**config.mk**
```make
export PLATFORM = sky130hd
export DESIGN_NAME = uefc_top
export DESIGN_NICKNAME = d
export VERILOG_FILES = /design/src/logic/uefc_pkg.sv /design/src/logic/uefc_char_match.sv /design/src/logic/uefc_top.sv
export SDC_FILE = /design/constraint.sdc
export NUM_CORES = 1
export LEC_CHECK = 0
export ABC_AREA = 1
export BUFFER_PORTS_ARGS = -buffer_cell sky130_fd_sc_hd__buf_2
export CORE_ASPECT_RATIO = 0.6
export CORE_MARGIN = 2
export CORE_UTILIZATION = 65
export CTS_BUF_LIST = sky130_fd_sc_hd__clkbuf_8
export CTS_CLUSTER_SIZE = 12
export DETAILED_ROUTE_END_ITERATION = 8
export PLACE_DENSITY = 0.9
export SYNTH_ARGS = -nofsm -noshare
export SYNTH_HDL_FRONTEND = slang
export SYNTH_SLANG_ARGS = --single-unit
```
**constraint.sdc**
```tcl
create_clock -name ref_clk_in -period 4.5 [get_ports ref_clk_in]
set_clock_uncertainty 0.15 [all_clocks]
set_input_delay 0.45 -clock ref_clk_in [delete_from_list [all_inputs] [get_ports ref_clk_in]]
set_output_delay 0.45 -clock ref_clk_in [all_outputs]
set_load 0.01 [all_outputs]
```
**src/logic/uefc_pkg.sv**
```systemverilog
// Package of constants for the enhanced flow control block
package uefc_pkg;
   // Register offsets on the plain register port
   localparam logic [3:0] UEFC_OFS_SCRATCH = 4'h0;
   localparam logic [3:0] UEFC_OFS_FEATURE = 4'h1;
   localparam logic [3:0] UEFC_OFS_RESUME1 = 4'h2;
   localparam logic [3:0] UEFC_OFS_RESUME2 = 4'h3;
   localparam logic [3:0] UEFC_OFS_PAUSE1 = 4'h4;
   localparam logic [3:0] UEFC_OFS_PAUSE2 = 4'h5;
   localparam logic [3:0] UEFC_OFS_TRIGGER = 4'h6;
   localparam logic [3:0] UEFC_OFS_MODEM = 4'h7;
   localparam logic [3:0] UEFC_OFS_STATUS = 4'h8;
   localparam logic [3:0] UEFC_OFS_MASK = 4'h9;
   localparam logic [3:0] UEFC_OFS_FLOW = 4'hA;
   // Feature register field positions
   localparam int UEFC_FB_AUTO_CTS = 7;
   localparam int UEFC_FB_AUTO_RTS = 6;
   localparam int UEFC_FB_SPECIAL = 5;
   localparam int UEFC_FB_ENHANCE = 4;
   // Interrupt status bit positions
   localparam int UEFC_SB_TRIGGER = 0;
   localparam int UEFC_SB_PAUSE = 1;
   localparam int UEFC_SB_RESUME = 2;
   localparam int UEFC_SB_SPECIAL = 4;
   // Reset values
   localparam logic [7:0] UEFC_RST_SCRATCH = 8'hFF;
   localparam logic [7:0] UEFC_RST_ZERO = 8'h00;
   localparam logic [4:0] UEFC_RST_LEVEL = 5'h08;
   // Receive FIFO depth, for the level count
   localparam logic [5:0] UEFC_FIFO_DEPTH = 6'h20;
endpackage

```
**src/logic/uefc_char_match.sv**
```systemverilog
// Received character compare against flow characters
`timescale 1ns/100ps
`default_nettype none
module uefc_char_match (
   input wire logic ref_clk_in, // Clock
   input wire logic rstn_in, // Sync reset, low
   input wire logic rx_valid_in, // Received char strobe
   input wire logic [7:0] rx_char_in, // Received char
   input wire logic [1:0] rx_sel_in, // Receive pair select
   input wire logic [7:0] resume1_in, // First resume char
   input wire logic [7:0] resume2_in, // Second resume char
   input wire logic [7:0] pause1_in, // First pause char
   input wire logic [7:0] pause2_in, // Second pause char
   output logic pause_hit_out, // Pause sequence seen, pulse
   output logic resume_hit_out, // Resume sequence seen, pulse
   output logic special_hit_out // Char equals second pause, pulse
);
   logic pend_pause, pend_resume, next_pend_pause, next_pend_resume;
   logic next_pause_hit, next_resume_hit, next_special_hit;

   // Next-state compare, bit 0 maps to char lsb
   always_comb begin
      next_pend_pause = pend_pause;
      next_pend_resume = pend_resume;
      next_pause_hit = 1'b0;
      next_resume_hit = 1'b0;
      next_special_hit = 1'b0;
      if (rx_valid_in) begin
         next_special_hit = (rx_char_in == pause2_in); // [RULE13]
         next_pend_pause = 1'b0;
         next_pend_resume = 1'b0;
         case (rx_sel_in)
            2'b10: begin
               next_pause_hit = (rx_char_in == pause1_in);
               next_resume_hit = (rx_char_in == resume1_in);
            end
            2'b01: begin
               next_pause_hit = (rx_char_in == pause2_in);
               next_resume_hit = (rx_char_in == resume2_in);
            end
            2'b11: begin
               // Two chars in sequence form one code [RULE3]
               next_pause_hit = pend_pause && (rx_char_in == pause2_in);
               next_resume_hit = pend_resume &&
                  (rx_char_in == resume2_in);
               next_pend_pause = (rx_char_in == pause1_in);
               next_pend_resume = (rx_char_in == resume1_in);
            end
            default: begin
            end
         endcase
      end
   end

   // Register compare results
   always_ff @(posedge ref_clk_in) begin
      if (!rstn_in) begin
         pend_pause <= 1'b0;
         pend_resume <= 1'b0;
         pause_hit_out <= 1'b0;
         resume_hit_out <= 1'b0;
         special_hit_out <= 1'b0;
      end else begin
         pend_pause <= next_pend_pause;
         pend_resume <= next_pend_resume;
         pause_hit_out <= next_pause_hit;
         resume_hit_out <= next_resume_hit;
         special_hit_out <= next_special_hit;
      end
   end

   // Dual mode needs a prior first char
   dual_order_a: assert property ( // [RULE3]
      @(posedge ref_clk_in) disable iff (!rstn_in)
      (rx_valid_in && rx_sel_in == 2'b11 && !pend_pause)
      |=> !pause_hit_out)
      else $error("dual pause matched without first char");
endmodule
`default_nettype wire

```
**src/logic/uefc_top.sv**
```systemverilog
// Enhanced flow control: scratch, feature register, auto CTS/RTS
// Functional notes
// RULE1: Eight-bit scratch register reads back as written, no side effect.
// RULE2: Feature bits 0 to 3 select single or dual software flow control.
// RULE3: Dual mode treats two flow characters as one sequence.
// RULE4: Bit 7 enables auto CTS; resets to zero.
// RULE5: Auto CTS: transmit stops while cts_n high, resumes when low.
// RULE6: Bit 6 enables auto RTS; interrupt at programmed trigger level.
// RULE7: Auto RTS drives rts_n high at next trigger level up.
// RULE8: Auto RTS returns rts_n low below next lower level.
// RULE9: Auto RTS off: rts_n follows host modem control bit.
// RULE10: Auto RTS bit read shows hardware flow status.
// RULE11: Bit 5 enables special character detect; resets to zero.
// RULE12: Match on second pause char keeps char, sets status bit 4.
// RULE13: Stored char bit 0 compares with received char lsb.
// RULE14: Host clears bits 3..0 before enabling special detect.
// RULE15: Bit 4 gates enhanced bits; clear saves and zeroes them.
// RULE16: Bits 3:2 pick transmit chars, bits 1:0 pick receive compare.
// RULE17: Host does not send flow characters as data.
//
// The implementer's own choices: the placing of the registers and the strobed register port.
`timescale 1ns/100ps
`default_nettype none
module uefc_top
   import uefc_pkg::*;
(
   input wire logic ref_clk_in, // 20 MHz clock
   input wire logic rstn_in, // Sync reset, low
   input wire logic [3:0] addr_in, // Register address
   input wire logic [7:0] wdata_in, // Write data
   input wire logic wr_in, // Write strobe
   input wire logic rd_in, // Read strobe
   output logic [7:0] rdata_out, // Read data, next cycle
   input wire logic rx_valid_in, // Char into receive FIFO
   input wire logic [7:0] rx_char_in, // That char
   input wire logic rx_pop_in, // Host unloads one char
   input wire logic cts_n_in, // Clear to send, low
   input wire logic tx_req_in, // Core wants to send
   output logic tx_go_out, // Transmit allowed
   output logic rts_n_out, // Request to send, low
   output logic [1:0] tx_sel_out, // Transmit pair select
   output logic [1:0] rx_sel_out, // Receive pair select
   output logic irq_out // Interrupt, high level
);
   // Register state
   logic [7:0] scratch, next_scratch;
   logic [7:0] feature, next_feature;
   logic [3:0] saved_enh, next_saved_enh;
   logic [7:0] resume1, next_resume1, resume2, next_resume2;
   logic [7:0] pause1, next_pause1, pause2, next_pause2;
   logic [4:0] trig_level, next_trig_level;
   logic host_rts, next_host_rts;
   logic [7:0] status, next_status, mask, next_mask;
   logic [7:0] next_rdata;
   logic [5:0] fill, next_fill;
   logic rts_hold, next_rts_hold, trig_seen, next_trig_seen;
   logic pause_hit, resume_hit, special_hit;
   logic tx_go, next_tx_go, rts_n, next_rts_n;
   logic [1:0] tx_sel, next_tx_sel, rx_sel, next_rx_sel;
   logic irq, next_irq;
   logic [7:0] events;
   logic enh_on;
   logic [5:0] up_level, down_level;

   // Address decode for register writes
   function automatic logic hit(input logic [3:0] a, input logic [3:0] o);
      return a == o;
   endfunction

   assign enh_on = feature[UEFC_FB_ENHANCE];
   // Hysteresis bounds around the programmed level
   assign up_level = {1'b0, trig_level} + 6'h08;
   assign down_level = {1'b0, trig_level} - 6'h08;

   uefc_char_match u_match (
      .ref_clk_in(ref_clk_in),
      .rstn_in(rstn_in),
      .rx_valid_in(rx_valid_in),
      .rx_char_in(rx_char_in),
      .rx_sel_in(rx_sel),
      .resume1_in(resume1),
      .resume2_in(resume2),
      .pause1_in(pause1),
      .pause2_in(pause2),
      .pause_hit_out(pause_hit),
      .resume_hit_out(resume_hit),
      .special_hit_out(special_hit)
   );

   // Events that set sticky status bits
   always_comb begin
      events = 8'h00;
      events[UEFC_SB_TRIGGER] = feature[UEFC_FB_AUTO_RTS] && !trig_seen &&
         (fill >= {1'b0, trig_level}); // [RULE6]
      events[UEFC_SB_PAUSE] = pause_hit;
      events[UEFC_SB_RESUME] = resume_hit;
      events[UEFC_SB_SPECIAL] = special_hit &&
         feature[UEFC_FB_SPECIAL]; // [RULE12]
   end

   // Register file next values
   always_comb begin
      next_scratch = scratch;
      next_feature = feature;
      next_saved_enh = saved_enh;
      next_resume1 = resume1;
      next_resume2 = resume2;
      next_pause1 = pause1;
      next_pause2 = pause2;
      next_trig_level = trig_level;
      next_host_rts = host_rts;
      next_mask = mask;
      next_status = status;
      if (wr_in) begin
         if (hit(addr_in, UEFC_OFS_SCRATCH)) begin
            next_scratch = wdata_in; // [RULE1]
         end
         if (hit(addr_in, UEFC_OFS_FEATURE)) begin
            // Low nibble always writable [RULE2] [RULE16]
            next_feature[3:0] = wdata_in[3:0];
            next_feature[UEFC_FB_ENHANCE] = wdata_in[UEFC_FB_ENHANCE];
            if (enh_on && !wdata_in[UEFC_FB_ENHANCE]) begin
               // Save current settings, then zero them [RULE15]
               next_saved_enh = {feature[7:5], 1'b0};
               next_feature[7:5] = 3'b000;
            end else if (!enh_on && wdata_in[UEFC_FB_ENHANCE]) begin
               next_feature[7:5] = saved_enh[3:1]; // [RULE15]
            end else if (enh_on) begin
               next_feature[7:5] = wdata_in[7:5]; // [RULE4] [RULE11]
            end
         end
         if (hit(addr_in, UEFC_OFS_RESUME1)) begin
            next_resume1 = wdata_in;
         end
         if (hit(addr_in, UEFC_OFS_RESUME2)) begin
            next_resume2 = wdata_in;
         end
         if (hit(addr_in, UEFC_OFS_PAUSE1)) begin
            next_pause1 = wdata_in;
         end
         if (hit(addr_in, UEFC_OFS_PAUSE2)) begin
            next_pause2 = wdata_in;
         end
         if (hit(addr_in, UEFC_OFS_TRIGGER)) begin
            next_trig_level = wdata_in[4:0];
         end
         if (hit(addr_in, UEFC_OFS_MODEM)) begin
            next_host_rts = wdata_in[0];
         end
         if (hit(addr_in, UEFC_OFS_MASK)) begin
            next_mask = wdata_in;
         end
         if (hit(addr_in, UEFC_OFS_STATUS)) begin
            next_status = status & ~wdata_in;
         end
      end
      // Set wins over a same-cycle clear
      next_status = next_status | events;
   end

   // Read mux, answered next cycle
   always_comb begin
      next_rdata = 8'h00;
      if (rd_in) begin
         case (addr_in)
            UEFC_OFS_SCRATCH: next_rdata = scratch; // [RULE1]
            UEFC_OFS_FEATURE: begin
               next_rdata = feature;
               // Bit 6 reads hardware flow state [RULE10]
               next_rdata[UEFC_FB_AUTO_RTS] = feature[UEFC_FB_AUTO_RTS] &&
                  !rts_hold;
            end
            UEFC_OFS_RESUME1: next_rdata = resume1;
            UEFC_OFS_RESUME2: next_rdata = resume2;
            UEFC_OFS_PAUSE1: next_rdata = pause1;
            UEFC_OFS_PAUSE2: next_rdata = pause2;
            UEFC_OFS_TRIGGER: next_rdata = {3'b000, trig_level};
            UEFC_OFS_MODEM: next_rdata = {7'h00, host_rts};
            UEFC_OFS_STATUS: next_rdata = status;
            UEFC_OFS_MASK: next_rdata = mask;
            UEFC_OFS_FLOW: next_rdata = {2'b00, fill};
            default: next_rdata = 8'h00;
         endcase
      end
   end

   // FIFO level tracking and RTS hysteresis
   always_comb begin
      next_fill = fill;
      if (rx_valid_in && !rx_pop_in && fill != UEFC_FIFO_DEPTH) begin
         next_fill = fill + 6'h01;
      end else if (rx_pop_in && !rx_valid_in && fill != 6'h00) begin
         next_fill = fill - 6'h01;
      end
      next_trig_seen = trig_seen;
      if (fill < {1'b0, trig_level}) begin
         next_trig_seen = 1'b0;
      end else if (events[UEFC_SB_TRIGGER]) begin
         next_trig_seen = 1'b1;
      end
      next_rts_hold = rts_hold;
      if (!feature[UEFC_FB_AUTO_RTS]) begin
         next_rts_hold = 1'b0;
      end else if (fill >= up_level) begin
         next_rts_hold = 1'b1; // [RULE7]
      end else if (fill < down_level) begin
         next_rts_hold = 1'b0; // [RULE8]
      end
   end

   // Pin outputs and interrupt
   always_comb begin
      // Host bit set means assert RTS (pin low) [RULE9]
      next_rts_n = feature[UEFC_FB_AUTO_RTS] ? next_rts_hold : !host_rts;
      // Gate transmit on CTS pin level [RULE5]
      next_tx_go = tx_req_in &&
         !(feature[UEFC_FB_AUTO_CTS] && cts_n_in);
      next_tx_sel = feature[3:2]; // [RULE16]
      next_rx_sel = feature[1:0]; // [RULE16]
      next_irq = |(next_status & mask);
   end

   // All state registers
   always_ff @(posedge ref_clk_in) begin
      if (!rstn_in) begin
         scratch <= UEFC_RST_SCRATCH;
         feature <= UEFC_RST_ZERO; // [RULE4] [RULE11]
         saved_enh <= 4'h0;
         resume1 <= UEFC_RST_ZERO;
         resume2 <= UEFC_RST_ZERO;
         pause1 <= UEFC_RST_ZERO;
         pause2 <= UEFC_RST_ZERO;
         trig_level <= UEFC_RST_LEVEL;
         host_rts <= 1'b0;
         status <= UEFC_RST_ZERO;
         mask <= UEFC_RST_ZERO;
         rdata_out <= UEFC_RST_ZERO;
         fill <= 6'h00;
         rts_hold <= 1'b0;
         trig_seen <= 1'b0;
         rts_n <= 1'b1;
         tx_go <= 1'b0;
         tx_sel <= 2'b00;
         rx_sel <= 2'b00;
         irq <= 1'b0;
      end else begin
         scratch <= next_scratch;
         feature <= next_feature;
         saved_enh <= next_saved_enh;
         resume1 <= next_resume1;
         resume2 <= next_resume2;
         pause1 <= next_pause1;
         pause2 <= next_pause2;
         trig_level <= next_trig_level;
         host_rts <= next_host_rts;
         status <= next_status;
         mask <= next_mask;
         rdata_out <= next_rdata;
         fill <= next_fill;
         rts_hold <= next_rts_hold;
         trig_seen <= next_trig_seen;
         rts_n <= next_rts_n;
         tx_go <= next_tx_go;
         tx_sel <= next_tx_sel;
         rx_sel <= next_rx_sel;
         irq <= next_irq;
      end
   end

   assign rts_n_out = rts_n;
   assign tx_go_out = tx_go;
   assign tx_sel_out = tx_sel;
   assign rx_sel_out = rx_sel;
   assign irq_out = irq;

   // Scratch read returns last write
   scratch_echo_a: assert property ( // [RULE1]
      @(posedge ref_clk_in) disable iff (!rstn_in)
      (wr_in && addr_in == UEFC_OFS_SCRATCH) ##1
      (rd_in && addr_in == UEFC_OFS_SCRATCH)
      |=> rdata_out == $past(wdata_in, 2))
      else $error("scratch did not read back");

   // CTS high blocks transmit
   cts_stop_a: assert property ( // [RULE5]
      @(posedge ref_clk_in) disable iff (!rstn_in)
      (feature[UEFC_FB_AUTO_CTS] && cts_n_in) |=> !tx_go_out)
      else $error("transmit while cts high");

   // CTS low lets transmit through
   cts_resume_a: assert property ( // [RULE5]
      @(posedge ref_clk_in) disable iff (!rstn_in)
      (tx_req_in && !cts_n_in) |=> tx_go_out)
      else $error("transmit not resumed");

   // Auto RTS raises pin at upper level
   rts_raise_a: assert property ( // [RULE7]
      @(posedge ref_clk_in) disable iff (!rstn_in)
      (feature[UEFC_FB_AUTO_RTS] && fill >= up_level)
      |=> rts_n_out)
      else $error("rts not raised at upper level");

   // Auto RTS drops pin below lower level
   rts_drop_a: assert property ( // [RULE8]
      @(posedge ref_clk_in) disable iff (!rstn_in)
      (feature[UEFC_FB_AUTO_RTS] && fill < down_level && fill < up_level)
      |=> !rts_n_out)
      else $error("rts not released");

   // Host RTS when auto disabled
   rts_host_a: assert property ( // [RULE9]
      @(posedge ref_clk_in) disable iff (!rstn_in)
      !feature[UEFC_FB_AUTO_RTS] |=> rts_n_out == !$past(host_rts))
      else $error("rts not under host control");

   // Special match sets status bit 4
   special_flag_a: assert property ( // [RULE12]
      @(posedge ref_clk_in) disable iff (!rstn_in)
      (rx_valid_in && rx_char_in == pause2 && feature[UEFC_FB_SPECIAL])
      ##1 feature[UEFC_FB_SPECIAL]
      |=> status[UEFC_SB_SPECIAL])
      else $error("special char not flagged");

   // Clearing enhance bit zeroes upper bits
   enh_latch_a: assert property ( // [RULE15]
      @(posedge ref_clk_in) disable iff (!rstn_in)
      (wr_in && addr_in == UEFC_OFS_FEATURE && enh_on &&
       !wdata_in[UEFC_FB_ENHANCE]) |=> feature[7:5] == 3'b000)
      else $error("enhanced bits not latched off");

   // Trigger event raises status
   trig_irq_a: assert property ( // [RULE6]
      @(posedge ref_clk_in) disable iff (!rstn_in)
      events[UEFC_SB_TRIGGER] |=> status[UEFC_SB_TRIGGER])
      else $error("trigger event lost");

   // Transmit pair select follows feature bits 3:2
   sel_follow_a: assert property ( // [RULE2]
      @(posedge ref_clk_in) disable iff (!rstn_in)
      1'b1 |=> tx_sel_out == $past(feature[3:2]))
      else $error("transmit select mismatch");

   // Bit 6 reads low while flow is held
   flow_read_a: assert property ( // [RULE10]
      @(posedge ref_clk_in) disable iff (!rstn_in)
      (rd_in && addr_in == UEFC_OFS_FEATURE && rts_hold)
      |=> !rdata_out[UEFC_FB_AUTO_RTS])
      else $error("feature bit 6 ignores flow hold");

   // Interrupt follows unmasked status
   irq_level_a: assert property ( // [RULE6]
      @(posedge ref_clk_in) disable iff (!rstn_in)
      (|(next_status & mask)) |=> irq_out)
      else $error("interrupt not raised");
endmodule
`default_nettype wire

```
* After elaboration in Yosys (flattened, before gate mapping) *
Cells that the tools add are included.

cells by class
  eq/ne operators = 18
  magnitude comparators = 4
  reductions and logical operators = 41
  bitwise gates (word level) = 5
  multiplexer cells = 16
  $add $sub $neg = 4

operator list
  operator                                       number
  one-hot mux 8 bit (11 select lines)            1
  == test 8 bit                                  4
  AND reduction 2 bit                            11
  bitwise AND 8 bit                              2
  == test 4 x 3 -> 1 bit, second input constant  4
  2-to-1 mux 8 bit                               2
  logical AND 1 bit                              14
  == test 4 bit, second input constant           3
  2-to-1 mux 6 bit                               2
  2-to-1 mux 3 bit                               3
  == test 4 x 2 -> 1 bit, second input constant  2
  logical NOT 1 bit                              8
  inverter 8 bit                                 1
  OR 8 x 5 -> 8 bit                              1
  OR reduction 8 bit                             1
  adder 5 x 4 -> 6 bit, second input constant    1
  adder 6 x 1 -> 6 bit, second input constant    1
  greater-or-equal comparator 6 x 5 -> 1 bit     1
  greater-or-equal comparator 6 bit              1
  less-than comparator 6 x 5 -> 1 bit            1
  less-than comparator 6 bit                     1
  2-to-1 mux 1 bit                               6
  inequality test 6 bit, second input constant   1
  one-hot mux 1 bit (3 select lines)             2
  12 further kinds                               14

storage, ports and cells
  logic and storage cells = 114
  bits of input ports = 28
  flip-flop bits (word level) = 101
  output and inout port bits = 15

* Longest topological paths before layout *
Gate-level depths: netlist of run 1.

  depth in word-level cells = 7
  mapped depth = 12
  gate-level depth less buffers = 12

* Modules after synthesis *
From an unflattened synthesis of run 1, not the netlist that was laid out.

unflattened totals
  cells, all modules = 744
  area total of the unflattened synthesis = 5,317.6 µm²

modules (own cells, without submodules)
  module           seq. area each (µm²)  times used  cells an instance  area an instance (µm²)
  uefc_top         1,921.8               1           619                4,603.2
  uefc_char_match  100.1                 1           125                714.4

* Worst setup path before layout of run 1 *
OpenSTA, ideal clock, no wires.

  path type = input to register
  start = input rx_valid_in
  end = register fill[5]
  data required time = 4.235 ns
  stages = 11
  slack = 2.451 ns
  arrival time = 1.784 ns
  buffers on the path = 0
  cells stage by stage = inv_1 nor2_1 nand2_1 ha_1 a21o_1 a21boi_0 nand2_1 nand2_1 nand3_1 nand2_1 nor2_1

between the ends
  word-level cells in the longest chain between the ends = 4

RTL lines
  what                                 line             text
  from (decl)                          uefc_top.sv:34   input wire logic rx_valid_in,
  logical NOT 1 bit                    uefc_top.sv:192  end else if (rx_pop_in && !rx_valid_in && fill != 6'h00) begin
  logical AND 1 bit (2 in series)      uefc_top.sv:192
  nonzero test 2 bit (no source line)  --
  to (signal assigned)                 uefc_top.sv:259  fill <= next_fill;
  to (decl)                            uefc_top.sv:55   logic [5:0] fill, next_fill;

Parallel ways exist; a longest one is shown, timed or not.
A chain may end at the register's enable or synchronous reset.

* Worst setup path in the final report of run 1 *
  start = input rstn_in
  end = register feature[0]

RTL lines
  what                  line             text
  from (decl)           uefc_top.sv:28   input wire logic rstn_in,
  to (signal assigned)  uefc_top.sv:248  feature <= next_feature;
  to (decl)             uefc_top.sv:47   logic [7:0] feature, next_feature;

No word-level cell between the ends.

==> results of run 1 <==
[worst min-delay path by stage]
| stage | from | end |
|---|---|---|
| global placement | status[6] | status[6] |
| CTS | cts_n_in | tx_go_out |
| finish | cts_n_in | tx_go_out |
| global route | cts_n_in | tx_go_out |
| detailed placement | status[5] | status[5] |
| floorplan | feature[7] | tx_go_out |
[Yosys cell counts (all sizes together)]
library cell  instances  share of area [%]
nand4                10                1.2
o21bai                2               0.29
clkinv                3               0.26
and2                  1               0.12
nand2               136                 10
xnor2                12                2.0
o21ai                64                6.2
inv                 103                7.4
o221ai                5               0.83
nand3                33                3.2
a21o                  1               0.14
a31oi                 1               0.12
o211a                 1               0.19
buf                   9                1.6
nand3b                5               0.71
a21oi                78                7.4
clkbuf               12                1.1
o2111ai               1               0.17
a21boi                1               0.14
xor2                 13                2.2
or2                   2               0.24
a211oi                3               0.62
ha                   17                4.0
nor3                 10               0.95
nor4                  1               0.12
nor2                 51                5.2
o32ai                 4               0.67
a32oi                 1               0.17
o211ai               11                1.6
o22ai                16                1.9
fa                    1               0.38
dfxtp               101                 38
[cell usage in the layout (no fill, tap or decap), drive strengths merged, types with 10 or more instances in the layout]
cell type / count
nand2: 136
inv: 104
dfxtp: 101
a21oi: 78
o21ai: 64
nor2: 51
buf: 43
nand3: 33
ha: 17
o22ai: 16
xor2: 13
xnor2: 12
clkbuf: 12
o211ai: 11
nand4: 10
nor3: 10
[logic make-up after synthesis]
kind of cell	share of synthesized area (%)
buffers and inverters	10.4
adder cells (fa/ha/maj)	4.43
XOR/XNOR	4.17
AND/OR/NAND/NOR	22.2
flip-flops	38.5
AO/OA/AOI/OAI	20.4
[metal layers]
metal	global-route usage [%]	vias to the layer above	wire, um
met2	53.3	376	6350
li1	-	2420	-
met3	13.0	44	2360
met1	52.6	2388	6660
met4	8.24	0	264
met5	0	-	0
[worst max-delay path: cells and delay by family]
kind	cells	cell delay (ps)
buffers and inverters	3	1510
AO/OA/AOI/OAI	1	550
[power breakdown]
group | total, mW | leakage [nW] | internal [mW] | switching, mW
Combinational | 0.400 | 1.59 | 0.144 | 0.255
Sequential | 0.963 | 0.818 | 0.921 | 0.0420
Clock | 0.616 | 0.110 | 0.300 | 0.316
[metrics by stage]
stage	util [%]	hold WS (ps)	instances
2_1_floorplan	-	275	709
3_3_place_gp	69.6	295	839
3_5_place_dp	69.6	300	839
4_1_cts	72.3	89.2	855
5_1_grt	72.3	98.0	855
6_report	72.3	85.3	855
[cell type report]
type	count	area [sq um]	share of cell area, %
Tap cell	108	135	2.38
Inverter	106	403	7.10
Clock buffer	12	165	2.91
Clock inverter	4	46.3	0.815
Sequential cell	101	2020	35.6
Multi-Input combinational cell	481	2690	47.4
Timing Repair Buffer	43	218	3.83
==> flow_summary.json, run 1 <==
{
  "start_kind": "input port",
  "cts_buffer_depth": 2,
  "setup_ws_ps": 2090,
  "wl_um": 15600,
  "cp_slowest_cell": "clkinv_1",
  "grt_max_degree": 68,
  "hold_violations": 0,
  "syn2layout_area_growth_pct": 8.05,
  "routedWlPerCell_um": 18.3,
  "worst-r2r-cell-count": 11,
  "fin_crit_sh_pct": 53.6,
  "ant_nets": 0,
  "synth.distinct_cells": 48,
  "nFillCells": 635,
  "grt_pass1_vias": 4660,
  "htreeDepth": 3,
  "worstHoldPathCells": 2,
  "viasPerCell": 6.11,
  "crit_fanout": 67,
  "die-area_sq_um": 8840,
  "drt_pass1_iterations": 6,
  "syn_nets": 755,
  "drc": 0,
  "grt.total_usage_pct": 36.8,
  "nets": 788,
  "maxCapViolations": 0,
  "setup_viol": 0,
  "worstMarginPinSlew_ps": 911,
  "rows": 25,
  "place_area_sq_um": 5470,
  "required_ps": 4620,
  "place.gp.congestion": 1.01,
  "r2r-start": "fill[4]",
  "setup.worst_path.class": "input port to register",
  "total_power_mw": 1.98,
  "finish.instance_area_sq_um": 5680,
  "slew_headroom_pct": 38.9,
  "cts_made_buffers": 9,
  "critical_path.endpoint": "feature[0]",
  "antenna_cells": 0,
  "cts_root_buffer": "clkbuf_8",
  "crit_chain": "buf_2 > buf_4 > clkinv_1 > o32ai_1",
  "post_cts_buffers": 0,
  "ys_ff_latch": 101,
  "fin_setup_tns_ps": 0,
  "rsz0062_at_grt": "no",
  "cts_tree": "yes",
  "clock_latency_ps": 380,
  "period_needed_ps": 2410,
  "ys_warn_count": 0,
  "timing.rr.end": "fill[5]",
  "synth.cell_area_sq_um": 5260,
  "powerDensity_nw_per_um2": 349,
  "hold_buffers": 0,
  "power_leakage_nw": 2.51,
  "worstPathArrival_ps": 2530,
  "timing.final.max_slew_violations": 0,
  "overflow": 0,
  "grt_antenna_before_repair": 0,
  "yosysSeqAreaShare_pct": 38.5,
  "hpwl_um": 11700,
  "crit_path_max_incr_delay_ps": 930,
  "core_sq_um": 7850,
  "cts_resized": 0,
  "ff2ff_setup_slack_ps": 2120,
  "drt_iter0_drc": 716,
  "worst_setup_path_end_kind": "register",
  "start_util_pct": 66.9,
  "holdCritPathClass": "input port to register",
  "clock_sinks": 101,
  "postSynthCellCount": 709,
  "clk_pin_slew_ps": 90,
  "crit_start": "rstn_in",
  "die_y_um": 73.6,
  "grt_pass1_wl_um": 24300,
  "drive_above_1_share_pct": 12.7,
  "pin_count": 43,
  "pre_cts_ws_ps": 1820,
  "status": "finished, final reports clean",
  "max_freq_ghz": 0.414,
  "portBuffers": 42,
  "ir_drop_v": 0.000195,
  "syn_avg_cell_area_sq_um": 7.41,
  "dr_total_vias": 5228,
  "die_x_um": 120
}
No activity file was read; power rests on OpenSTA's default activity.
==> run 2: changes to the inputs <==
Settings changed: CORE_UTILIZATION 65 to 62, PLACE_DENSITY 0.9 to 0.86.
Clock period 4.5 ns to 2.4 ns, I/O delays scaled along.
==> run 2 against run 1 <==
Register-to-register slack got worse by 1900 ps. Power increased by 87%. Combinational power increased by 100%. Cell area increased by 1.3%. Cell count increased by 1.1%. Sequential share of layout area decreased by 0.45 points. Global-route usage decreased by 0.44 points. Count of clock-buffer cells in the layout decreased by 2. Clock power increased by 79%. Die area increased by 4.6%. Largest cell class unchanged. Sequential power increased by 86%. Critical path depth increased by 5.
==> flow_summary.json, run 2 (same netlist as run 1, synthesis figures left out) <==
{
  "clock_sinks": 101,
  "rows": 25,
  "start_kind": "register",
  "grt.total_usage_pct": 36.4,
  "grt_pass1_vias": 4684,
  "routedWlPerCell_um": 18.6,
  "nets": 798,
  "fin_setup_tns_ps": 0,
  "max_freq_ghz": 0.450,
  "slew_headroom_pct": 43.3,
  "dr_total_vias": 5205,
  "die_y_um": 75.3,
  "drc": 0,
  "fin_crit_sh_pct": 92.5,
  "status": "finished, final reports clean",
  "setup_viol": 0,
  "grt_pass1_wl_um": 24700,
  "hold_violations": 0,
  "dpl.cell_count": 846,
  "drt_pass1_iterations": 9,
  "worst_setup_path_end_kind": "register",
  "rsz0062_at_grt": "no",
  "period_needed_ps": 2220,
  "holdCritPathClass": "input port to register",
  "cts_tree": "yes",
  "crit_fanout": 8,
  "drt_iter0_drc": 925,
  "mostFrequentLayoutCell": "nand2_1",
  "final_cell_mix": "126 x nand2_1, 100 x dfxtp_1, 92 x inv_1",
  "htreeDepth": 3,
  "cts_root_buffer": "clkbuf_8",
  "core_sq_um": 8040,
  "die-area_sq_um": 9250,
  "syn2layout_area_growth_pct": 9.50,
  "required_ps": 2520,
  "antenna_cells": 0,
  "portBuffers": 42,
  "clk_pin_slew_ps": 90,
  "viasPerCell": 6.02,
  "power_leakage_nw": 2.55,
  "grt_antenna_before_repair": 0,
  "place.gp.congestion": 1.03,
  "worstPathArrival_ps": 2340,
  "die_x_um": 123,
  "maxCapViolations": 0,
  "overflow": 0,
  "ir_drop_v": 0.000342,
  "pin_count": 43,
  "clock_latency_ps": 380,
  "grt_max_degree": 67,
  "timing.final.max_slew_violations": 0,
  "post_cts_buffers": 0,
  "wl_um": 16000,
  "instances_no_fill": 864,
  "start_util_pct": 65.4,
  "cts_made_buffers": 9,
  "cts_buffer_depth": 2,
  "worstMarginPinSlew_ps": 845,
  "setup.worst_path.class": "register to register",
  "powerDensity_nw_per_um2": 642,
  "drive_above_1_share_pct": 13.9,
  "nFillCells": 677,
  "ant_nets": 0,
  "hpwl_um": 12000
}
==> run 2: cell count changes in the layout (fill, tap and decap cells not counted), moves of 2 or more <==
cell	change
dlygate4sd3_1	+3
buf_4	+7
clkinv_4	+3
clkbuf_8	-2
==> run 2: per-layer routing <==
layer  track usage, %  part of all wire, %  vias up
met3             14.0                   15       40
met2             52.3                   40      341
met5                0                    0        -
li1                 -                    -     2442
met4             8.81                  1.7        0
met1             51.5                   42     2382
==> run 2: stage by stage <==
| stage | total power [mW] | utilization (%) | hold WS [ps] | instance area [sq um] | setup slack, ps |
|---|---|---|---|---|---|
| final | 3.70 | 71.6 | 52.9 | 5750 | 180 |
| after global routing | 3.85 | 71.6 | 58.2 | 5750 | 20.8 |
| after CTS | 3.67 | 71.5 | 40.9 | 5750 | 24.5 |
| after detailed placement | 2.59 | 68.7 | 278 | 5520 | 41.8 |
| after global placement | 2.55 | 68.7 | 268 | 5520 | 257 |
| after floorplan | 2.35 | - | 181 | 5260 | 367 |
==> run 2: repair_timing <==
action / 4_1_cts / 5_1_grt
hold endpoints to repair: 2 / 0
gates resized for setup: 0 / 4
hold buffers: 3 / 0
setup endpoints to repair: 0 / 1
==> run 2: report_power, final <==
part,switching (mW),internal (mW)
Combinational,0.512,0.293
Clock,0.595,0.508
Sequential,0.0583,1.73
==> run 2: critical path, cell delays in order, from the launching register on <==
cell and delay [ps]:
dfxtp_1 390, nor2_1 200, nand4_1 120, nand2_2 180
ha_2 350, a21o_1 200, a21boi_1 210, nand3_1 140
a21oi_1 140, nor2_1 60
==> run 2: cell type report <==
type	instances	area [sq um]	area share, %
multi-input cells	481	2690	46.8
flip-flops and latches	101	2020	35.2
inverters	106	403	7.00
repair buffers	53	300	5.22
clock buffers	10	138	2.39
well taps	108	135	2.35
clock inverters	5	61.3	1.07
==> run 2: path summary, 6_finish.rpt <==
check	depth (start not counted)	slack [ps]	to	start
setup / recovery	9	180	fill[5]	fill[1]
hold / removal	3	50	rdata_out[6]	rd_in
setup reg to reg	9	180	fill[5]	fill[1]
hold reg to reg	2	310	rx_sel_out[0]	feature[0]
